<file path="src/verilog/gpio_map.vh">
// Purpose: Constants for the general-purpose I/O port block
// Assumes: APB word addressing, byte address = index * 4
// Notes:   Port order in 64-bit vectors is P0,P1,P2,P3,P4,P5,P6,P8
`ifndef GPIO_MAP_VH
`define GPIO_MAP_VH

// Register indexes
`define IDX_DATA_FIRST   6'h00
`define IDX_DATA_LAST    6'h07
`define IDX_DIR_FIRST    6'h08
`define IDX_DIR_LAST     6'h0F
`define IDX_PULLUP       6'h10
`define IDX_DRV_GROUP    6'h11
`define IDX_P1_DRV       6'h12
`define IDX_P2_DRV       6'h13
`define IDX_VTH          6'h14
`define IDX_CTRL         6'h15

// Bits that own a direction bit and an output latch
`define DIR_MASK         64'h7FFF_DFF8_FFFF_FFFF
// Bits whose pin level can be read (adds the input-only pin)
`define READ_MASK        64'h7FFF_DFFC_FFFF_FFFF

// Special pins of port 4 in the 64-bit vectors
`define BIT_ADC_IN       34
`define BIT_SUB_IN       35
`define BIT_SUB_OUT      36
`define BIT_MAIN_IN      38
`define BIT_MAIN_OUT     39

// Control register fields
`define CTRL_SUBCLK      0
`define CTRL_MAINCLK     1
`define CTRL_ADC_P42     2
`define CTRL_WIDTH       3

// Threshold codes: 0.35, 0.50, 0.70 of supply
`define VTH_035          2'h0
`define VTH_050          2'h1
`define VTH_070          2'h2

// Reset values
`define RST_LATCH        64'h0000_0000_0000_0000
`define RST_DIR          64'h0000_0000_0000_0000
`define RST_REG16        16'h0000
`define RST_REG8         8'h00
`define RST_CTRL         3'h0

`endif

</file>
<file path="src/verilog/gpio_bitmask.vh">
// Purpose: Per-bit helpers over the port masks
// Assumes: gpio_map.vh included first
// Notes:   Yields a 1-bit truth value
`ifndef GPIO_BITMASK_VH
`define GPIO_BITMASK_VH
`define READ_MASK_BIT(n) (((`READ_MASK >> (n)) & 64'h0000_0000_0000_0001) != 64'h0000_0000_0000_0000)
`define DIR_MASK_BIT(n) (((`DIR_MASK >> (n)) & 64'h0000_0000_0000_0001) != 64'h0000_0000_0000_0000)
`endif

</file>
<file path="src/verilog/gpio_pin_sync.v">
// Purpose: Two-stage synchroniser for the pin input levels
// Assumes: Pins change with no relation to pclk
// Notes:   The first stage feeds the second stage only
`timescale 1ns/1ns

module gpio_pin_sync #(
  parameter WIDTH = 64
) (
  input  wire             pclk,
  input  wire             presetn,
  input  wire [WIDTH-1:0] async_in,
  output reg  [WIDTH-1:0] sync_out
);

  reg [WIDTH-1:0] meta_ff;

  always @(posedge pclk or negedge presetn)
  begin
    if (!presetn)
    begin
      meta_ff  <= {WIDTH{1'b0}};
      sync_out <= {WIDTH{1'b0}};
    end
    else
    begin
      meta_ff  <= async_in;
      sync_out <= meta_ff;
    end
  end

endmodule // gpio_pin_sync

</file>
<file path="src/verilog/gpio_port.v">
// Purpose: General-purpose I/O ports P0..P6 and P8 behind an APB slave
// Assumes: 125 MHz pclk, 8-bit and 16-bit registers in the low bits of each word
// Notes:   Pad controls are registered, so they follow a write by one cycle
`timescale 1ns/1ns
`include "gpio_map.vh"
`include "gpio_bitmask.vh"

////////////////////////////////////////////////////////////////////////////////
// Function
// - Provide 59 general-purpose I/O pins across ports 0 to 6 and 8, excluding unimplemented positions.
// - Every implemented pin except port 4 bit 2 has its own direction bit, zero for input and one for output.
// - A data read returns the synchronised pin level for every bit in input mode.
// - A data read returns the output latch for every bit in output mode.
// - A data write always updates the latch, which drives the pin only in output mode.
// - Port 4 bits 0 and 1, port 5 bit 5 and port 8 bit 7 have no storage and read as zero.
// - While the sub-clock oscillator owns port 4 bits 3 and 4 they read one and never drive.
// - While the main oscillator owns port 4 bits 6 and 7 they read one and never drive.
// - Port 4 bit 2 is input only, with no direction bit, and is read only when the converter leaves it.
// - Pull-ups are chosen per group of four and only connect to pins in input mode, port 4 bit 3 alone.
// - Drive strength is chosen per group of four, with port 4 bit 3 on its own.
// - Ports 1 and 2 choose drive strength bit by bit.
// - Each port selects an input threshold of 0.35, 0.50 or 0.70 of supply.
module gpio_port (
  input  wire        pclk,
  input  wire        presetn,
  input  wire        psel,
  input  wire        penable,
  input  wire        pwrite,
  input  wire [11:0] paddr,
  input  wire [31:0] pwdata,
  output reg  [31:0] prdata,
  output reg         pready,
  output reg         pslverr,
  input  wire [63:0] pin_in,
  output reg  [63:0] pin_out,
  output reg  [63:0] pin_oe,
  output reg  [63:0] pullup_en,
  output reg  [63:0] drive_high,
  output reg  [15:0] vth_sel
);

  ////////////////////////////////////////////////////////////////////////////////
  // Register state

  reg  [63:0] latch_ff;
  reg  [63:0] dir_ff;
  reg  [15:0] pullup_sel_ff;
  reg  [15:0] drv_grp_ff;
  reg  [7:0]  p1_drv_ff;
  reg  [7:0]  p2_drv_ff;
  reg  [15:0] vth_ff;
  reg  [`CTRL_WIDTH-1:0] ctrl_ff;

  wire [63:0] pin_sync;
  wire [5:0]  idx;
  wire        setup;
  wire        access;
  wire        bad_addr;

  reg  [63:0] osc_mask;
  wire [63:0] read_vec;
  wire [63:0] nxt_oe;
  wire [63:0] nxt_pullup;
  wire [63:0] nxt_drive;
  wire [15:0] nxt_vth;
  reg  [7:0]  rd_byte;
  reg         rd_hit;

  assign idx    = paddr[7:2];
  assign setup  = psel & ~penable;
  assign access = psel & penable & pready;
  // Bits above the register window or below the word boundary are refused, not aliased
  assign bad_addr = (paddr[11:8] != 4'h0) | (paddr[1:0] != 2'h0);

  ////////////////////////////////////////////////////////////////////////////////
  // Pin input synchroniser
  // Reads lag the pins by two clocks; that is the price of never returning a metastable bit

  gpio_pin_sync #(
    .WIDTH    (64)
  ) gpio_pin_sync_i (
    .pclk     (pclk),
    .presetn  (presetn),
    .async_in (pin_in),
    .sync_out (pin_sync)
  );

  ////////////////////////////////////////////////////////////////////////////////
  // Oscillator ownership of port 4 pins
  // An owned pin reads one and its driver stays off whatever its direction bit holds

  always @*
  begin
    osc_mask = 64'h0000_0000_0000_0000;
    osc_mask[`BIT_SUB_IN]   = ctrl_ff[`CTRL_SUBCLK];
    osc_mask[`BIT_SUB_OUT]  = ctrl_ff[`CTRL_SUBCLK];
    osc_mask[`BIT_MAIN_IN]  = ctrl_ff[`CTRL_MAINCLK];
    osc_mask[`BIT_MAIN_OUT] = ctrl_ff[`CTRL_MAINCLK];
  end

  ////////////////////////////////////////////////////////////////////////////////
  // Per-bit read value and pad controls

  genvar g;
  generate
    for (g = 0; g < 64; g = g + 1)
    begin : g_bit
      reg rd_bit;
      reg oe_bit;
      reg pu_bit;
      reg drv_bit;

      always @*
      begin
        if (!`READ_MASK_BIT(g))
          rd_bit = 1'b0;
        else if (osc_mask[g])
          rd_bit = 1'b1;
        else if (g == `BIT_ADC_IN)
          rd_bit = pin_sync[g] & ~ctrl_ff[`CTRL_ADC_P42];
        else if (dir_ff[g])
          rd_bit = latch_ff[g];
        else
          rd_bit = pin_sync[g];
      end

      // The low nibble of port 4 holds only pin 3, so its group bit selects that pin alone
      always @*
      begin
        oe_bit = dir_ff[g] & `DIR_MASK_BIT(g) & ~osc_mask[g];
        pu_bit = pullup_sel_ff[g/4] & ~dir_ff[g] & `DIR_MASK_BIT(g) & ~osc_mask[g];
        if (g / 8 == 1)
          drv_bit = p1_drv_ff[g%8];
        else if (g / 8 == 2)
          drv_bit = p2_drv_ff[g%8];
        else
          drv_bit = drv_grp_ff[g/4] & `DIR_MASK_BIT(g);
      end

      assign read_vec[g]   = rd_bit;
      assign nxt_oe[g]     = oe_bit;
      assign nxt_pullup[g] = pu_bit;
      assign nxt_drive[g]  = drv_bit;
    end

    for (g = 0; g < 8; g = g + 1)
    begin : g_port
      reg [1:0] vth_code;

      // Reserved code falls back to the lowest threshold
      always @*
      begin
        if (vth_ff[2*g+1 -: 2] == 2'h3)
          vth_code = `VTH_035;
        else
          vth_code = vth_ff[2*g+1 -: 2];
      end

      assign nxt_vth[2*g+1 -: 2] = vth_code;
    end
  endgenerate

  ////////////////////////////////////////////////////////////////////////////////
  // Read decode

  always @*
  begin
    rd_byte = 8'h00;
    rd_hit  = 1'b1;
    if (idx <= `IDX_DATA_LAST)
      rd_byte = read_vec[idx[2:0]*8 +: 8];
    else if (idx <= `IDX_DIR_LAST)
      rd_byte = dir_ff[idx[2:0]*8 +: 8];
    else if (idx == `IDX_PULLUP)
      rd_byte = 8'h00;
    else if (idx == `IDX_DRV_GROUP)
      rd_byte = 8'h00;
    else if (idx == `IDX_P1_DRV)
      rd_byte = p1_drv_ff;
    else if (idx == `IDX_P2_DRV)
      rd_byte = p2_drv_ff;
    else if (idx == `IDX_VTH)
      rd_byte = 8'h00;
    else if (idx == `IDX_CTRL)
      rd_byte = {5'h00, ctrl_ff};
    else
      rd_hit = 1'b0;
  end

  ////////////////////////////////////////////////////////////////////////////////
  // APB slave: no wait states, answer registered in the setup cycle

  always @(posedge pclk or negedge presetn)
  begin
    if (!presetn)
    begin
      pready  <= 1'b0;
      pslverr <= 1'b0;
    end
    else if (setup)
    begin
      pready  <= 1'b1;
      pslverr <= ~rd_hit | bad_addr;
    end
    else
    begin
      pready  <= 1'b0;
      pslverr <= 1'b0;
    end
  end

  // Read data stands only in the access cycle; a refused access returns zero even when its
  // low index bits would select a register
  always @(posedge pclk or negedge presetn)
  begin
    if (!presetn)
      prdata <= 32'h0000_0000;
    else if (!setup)
      prdata <= 32'h0000_0000;
    else if (~rd_hit | bad_addr)
      prdata <= 32'h0000_0000;
    else if (idx == `IDX_PULLUP || idx == `IDX_DRV_GROUP || idx == `IDX_VTH)
      prdata <= {16'h0000, wide_read(idx, pullup_sel_ff, drv_grp_ff, vth_ff)};
    else
      prdata <= {24'h00_0000, rd_byte};
  end

  // The pull-up and drive group registers carry one bit per nibble of the eight ports; the threshold register two bits per port
  function [15:0] wide_read;
    input [5:0]  sel;
    input [15:0] pu;
    input [15:0] dg;
    input [15:0] vt;
    begin
      if (sel == `IDX_PULLUP)
        wide_read = pu;
      else if (sel == `IDX_DRV_GROUP)
        wide_read = dg;
      else
        wide_read = vt;
    end
  endfunction

  ////////////////////////////////////////////////////////////////////////////////
  // Register writes, taken at the access edge only

  wire wr_ok;

  assign wr_ok = access & pwrite & ~pslverr;

  // Port latches and direction bits; bits without storage are masked off on the way in
  always @(posedge pclk or negedge presetn)
  begin
    if (!presetn)
    begin
      latch_ff <= `RST_LATCH;
      dir_ff   <= `RST_DIR;
    end
    else if (wr_ok)
    begin
      if (idx <= `IDX_DATA_LAST)
        latch_ff[idx[2:0]*8 +: 8] <= pwdata[7:0] & dir_mask_byte(idx[2:0]);
      else if (idx <= `IDX_DIR_LAST)
        dir_ff[idx[2:0]*8 +: 8] <= pwdata[7:0] & dir_mask_byte(idx[2:0]);
    end
  end

  // Pad configuration and oscillator ownership
  always @(posedge pclk or negedge presetn)
  begin
    if (!presetn)
    begin
      pullup_sel_ff <= `RST_REG16;
      drv_grp_ff    <= `RST_REG16;
      p1_drv_ff     <= `RST_REG8;
      p2_drv_ff     <= `RST_REG8;
      vth_ff        <= `RST_REG16;
      ctrl_ff       <= `RST_CTRL;
    end
    else if (wr_ok)
    begin
      if (idx == `IDX_PULLUP)
        pullup_sel_ff <= pwdata[15:0];
      else if (idx == `IDX_DRV_GROUP)
        drv_grp_ff <= pwdata[15:0];
      else if (idx == `IDX_P1_DRV)
        p1_drv_ff <= pwdata[7:0];
      else if (idx == `IDX_P2_DRV)
        p2_drv_ff <= pwdata[7:0];
      else if (idx == `IDX_VTH)
        vth_ff <= pwdata[15:0];
      else if (idx == `IDX_CTRL)
        ctrl_ff <= pwdata[`CTRL_WIDTH-1:0];
    end
  end

  // Storage exists only for the 59 pins with a direction bit
  function [7:0] dir_mask_byte;
    input [2:0] port;
    reg   [63:0] m;
    begin
      m = `DIR_MASK;
      dir_mask_byte = m[port*8 +: 8];
    end
  endfunction

  ////////////////////////////////////////////////////////////////////////////////
  // Pad control registers; outputs leave straight from flops
  // Pads see one clean edge per change, at the cost of one clock of lag after a write

  always @(posedge pclk or negedge presetn)
  begin
    if (!presetn)
    begin
      pin_out <= 64'h0000_0000_0000_0000;
      pin_oe  <= 64'h0000_0000_0000_0000;
    end
    else
    begin
      pin_out <= latch_ff & `DIR_MASK;
      pin_oe  <= nxt_oe;
    end
  end

  always @(posedge pclk or negedge presetn)
  begin
    if (!presetn)
    begin
      pullup_en  <= 64'h0000_0000_0000_0000;
      drive_high <= 64'h0000_0000_0000_0000;
      vth_sel    <= 16'h0000;
    end
    else
    begin
      pullup_en  <= nxt_pullup;
      drive_high <= nxt_drive;
      vth_sel    <= nxt_vth;
    end
  end

endmodule // gpio_port

</file>
<file path="config.mk">
export PLATFORM = sky130hd
export DESIGN_NAME = gpio_port
export DESIGN_NICKNAME = d
export VERILOG_FILES = /design/src/verilog/gpio_pin_sync.v /design/src/verilog/gpio_port.v
export VERILOG_INCLUDE_DIRS = /design/src /design/src/verilog
export SDC_FILE = /design/constraint.sdc
export NUM_CORES = 1
export LEC_CHECK = 0
export ABC_CLOCK_PERIOD_IN_PS = 2800
export BUFFER_PORTS_ARGS = -buffer_cell sky130_fd_sc_hd__buf_2
export CORE_MARGIN = 8
export CORE_UTILIZATION = 40
export DETAILED_ROUTE_END_ITERATION = 10
export PLACE_DENSITY = 0.62
export SLEW_MARGIN = 20
export SYNTH_ARGS = -nofsm -noshare
export SYNTH_HDL_FRONTEND = slang
export SYNTH_SLANG_ARGS = --single-unit
</file>
<file path="constraint.sdc">
create_clock -name pclk -period 2.8 [get_ports pclk]
set_clock_uncertainty 0.05 [all_clocks]
set_input_delay 0 -clock pclk [delete_from_list [all_inputs] [get_ports pclk]]
set_output_delay 0 -clock pclk [all_outputs]
set_load 0.02 [all_outputs]
</file>
==> results.json <==
{
  "crit_required_ns": 3.22,
  "ant_nets": 0,
  "grt_pass1_wl_um": 92900,
  "drc": 0,
  "cp-end-kind": "flop",
  "dpl_worst_slack_ns": 0.369,
  "clk_pin_slew_ns": 0.06,
  "tightest_slew_ns": 0.679,
  "h-tree-depth": 2,
  "seq_area_frac_synth_pct": 69.4,
  "grt_pass1_vias": 13800,
  "routed_via_density": 4.92,
  "hpwl_um": 46300,
  "status": "finished, final reports clean",
  "maxSlewHeadroom_pct": 54.6,
  "synth_cell_types": 69,
  "max_freq_ghz": 0.382,
  "dieArea_sq_mm": 0.0569,
  "io_buffers": 362,
  "synthFlopType": "dfrtp_1",
  "antenna_found_initial": 3,
  "netlist_area_sq_mm": 0.0198,
  "grt_overflow_total": 0,
  "drv_cap": 0,
  "drive_gt1_share_pct": 33.6,
  "hp-class": "in2reg",
  "met1Wirelength_um": 26300,
  "worst_ep_arrival_time_ns": 3.04,
  "finalSetupViolCount": 0,
  "fillers": 4151,
  "ys_warn_count": 0,
  "avgSynthCellArea_sq_um": 14.0,
  "drt-pass1-iter-count": 7,
  "ys_ff_latch": 549,
  "rsz0062_at_grt": "false",
  "p_leak_nw": 13.1,
  "maxSlewViolCount": 0,
  "fin_crit_sh_pct": 93.6,
  "io_pins": 419,
  "grt_max_degree": 78,
  "cts_setup_buffers": 0,
  "clockBufferDepth": 3,
  "vias": 13100,
  "cts_root_buffer": "clkbuf_16",
  "start_util_pct": 40.5,
  "place_congestion": 0.906,
  "synth_edf_count": 0,
  "hold_violations": 0,
  "cp_max_fo": 10,
  "cts_sinks": 549,
  "drt-initial-drc-count": 1011,
  "finalWorstSetupSlack_ns": 0.179,
  "core_area_sq_mm": 0.0490,
  "wl_per_cell_um": 23.8,
  "nets": 2068,
  "cts_tree": "done",
  "timing_worst_setup_path_type": "in2reg",
  "die_h_um": 239,
  "startpoint_type": "input pin",
  "top_layer": "met4",
  "clk_latency_ns": 0.60,
  "dr_wl_met2_um": 30700,
  "final.setup.tns_ns": 0,
  "async_reset_ff_share_pct": 100,
  "cellPowerDensity_mw_per_mm2": 644,
  "num_rows": 81,
  "track_usage_pct": 22.1,
  "post-route-min-period_ns": 2.62,
  "routed_wl_um": 63300,
  "dr_wl_met3_um": 4510,
  "vdd_drop_max_mv": 0.431,
  "die_w_um": 239,
  "area_growth_pct": 29.3,
  "cts_buffers": 53,
  "syn_inst": 1416
}
[worst paths after layout]
path	start	end	slack, ns	cells after the start
max	paddr[7]	pslverr	0.18	8
min	pin_in[39]	gpio_pin_sync_i.meta_ff[39]	0.003	2
max reg2reg	dir_ff[15]	prdata[7]	0.36	6
min reg2reg	gpio_pin_sync_i.meta_ff[29]	gpio_pin_sync_i.sync_out[29]	0.30	0
max in group asynchronous	presetn	drive_high[11]	2.08	4
min in group asynchronous	presetn	pin_oe[49]	0.08	3
[cell families (layout without fill, tap and decap cells)]
group                      count (synthesis)  in the layout  share of synthesized area (%)
DFF                                      549            549                           69.4
other                                      1             41                         0.0189
adders and majority gates                  6              6                          0.379
AOI/OAI and AO/OA                        181            181                           5.79
buffers and inverters                    127            670                           4.16
and+or+nand+nor                          377            377                           9.48
muxes                                    175            175                           10.8
[power breakdown]
group,switching (W),internal [W],leakage (nW),total [W]
clock network,0.00308,0.00435,0.915,0.00742
registers,0.0000625,0.00806,7.39,0.00812
logic,0.000582,0.000355,4.81,0.000936
[synthesized netlist by cell type, types with 3 or more instances]
library cell / n / area (sq um)
a211oi_1: 6 / 45.0
a21oi_1: 11 / 55.1
a22oi_1: 6 / 45.0
a311oi_1: 13 / 114
a31oi_1: 10 / 62.6
and2_1: 3 / 18.8
and3_1: 4 / 25.0
buf_2: 23 / 115
buf_4: 70 / 526
buf_6: 7 / 78.8
clkbuf_1: 19 / 71.3
dfrtp_1: 549 / 13700
ha_1: 6 / 75.1
inv_1: 3 / 11.3
mux2_2: 94 / 1060
mux2_4: 10 / 150
mux2i_1: 53 / 531
mux4_2: 18 / 405
nand2_1: 184 / 691
nand2_2: 3 / 18.8
nand2b_1: 3 / 18.8
nand3_1: 10 / 50.1
nand4_1: 4 / 25.0
nor2_1: 41 / 154
nor2_2: 4 / 25.0
nor2b_1: 87 / 544
nor3_1: 10 / 50.1
nor3b_1: 5 / 37.5
o211ai_1: 3 / 22.5
o21ai_0: 80 / 400
o21ai_1: 15 / 75.1
o21ai_2: 8 / 70.1
o22ai_1: 7 / 43.8
[what timing repair did]
item                                    4_1_cts  5_1_grt
endpoints found under the setup margin        0        0
hold buffers                                143        0
hold endpoints to repair                    643        0
gates resized for setup                       0        0
[cell type report]
class	count	area [sq um]	share of cell area, %
tap	664	831	3.24
antenna	5	12.5	0.0489
multi-input combinational	775	5380	21.0
inverter	4	15.0	0.0586
clock buffer	69	1500	5.85
sequential	549	13700	53.7
clock inverter	31	328	1.28
timing repair buffer	566	3800	14.9
[flip-flops by register name, summed over array words and instances (netlist names), 28 cells and up]
register	count
dir_ff	64
gpio_pin_sync_i.meta_ff	60
gpio_pin_sync_i.sync_out	60
latch_ff	59
pin_oe	59
pin_out	59
pullup_en	59
drive_high	28
[per-layer routing]
metal,track usage [%],up-vias
li1,-,5817
met1,28.8,6728
met2,36.2,448
met3,5.64,107
met4,6.55,0
met5,0,-
[cells in the final DEF (no fill, tap or decap), types with 3 or more instances in the layout]
cell             n
o211ai_1         3
o21ai_0         80
nand4_1          4
nor2b_1         87
nor2_2           4
nor3b_1          5
mux4_2          18
mux2i_1         53
clkbuf_1         7
bufinv_16        6
mux2_4          10
clkinv_2        19
o22ai_1          7
clkbuf_8         7
buf_4           55
nor2_1          41
dfrtp_1        549
nand2_2          3
and3_1           4
o21ai_1         15
ha_1             6
buf_2          361
a21oi_1         11
diode_2          5
dlygate4sd3_1  142
a22oi_1          6
inv_1            3
and2_1           3
nand3_1         10
o21ai_2          8
nand2_1        184
buf_12           6
clkbuf_16       55
a311oi_1        13
a31oi_1         10
nand2b_1         3
a211oi_1         6
mux2_2          94
nor3_1          10
conb_1          36
[worst max-delay path, stage by stage]
cell and delay [ns]:
dlygate4sd3_1 0.54, buf_2 0.22, nor4_2 0.29, dlygate4sd3_1 0.65, nand2_1 0.06, dlygate4sd3_1 0.56, o21a_1 0.17, dlygate4sd3_1 0.55
[metrics by stage]
stage	instances	power (W)	util, %	hold slack (ns)	area [sq um]
3_5_place_dp	2415	0.00905	45.6	-0.000606	22300
5_1_grt	2658	0.0171	52.3	0.00190	25600
2_1_floorplan	1451	0.00861	-	-0.346	19900
3_3_place_gp	2415	0.00904	45.6	-0.00842	22300
4_1_cts	2658	0.0167	52.3	0.000708	25600
6_report	2663	0.0165	52.3	0.00346	25600
No activity file was read; power rests on OpenSTA's default activity.
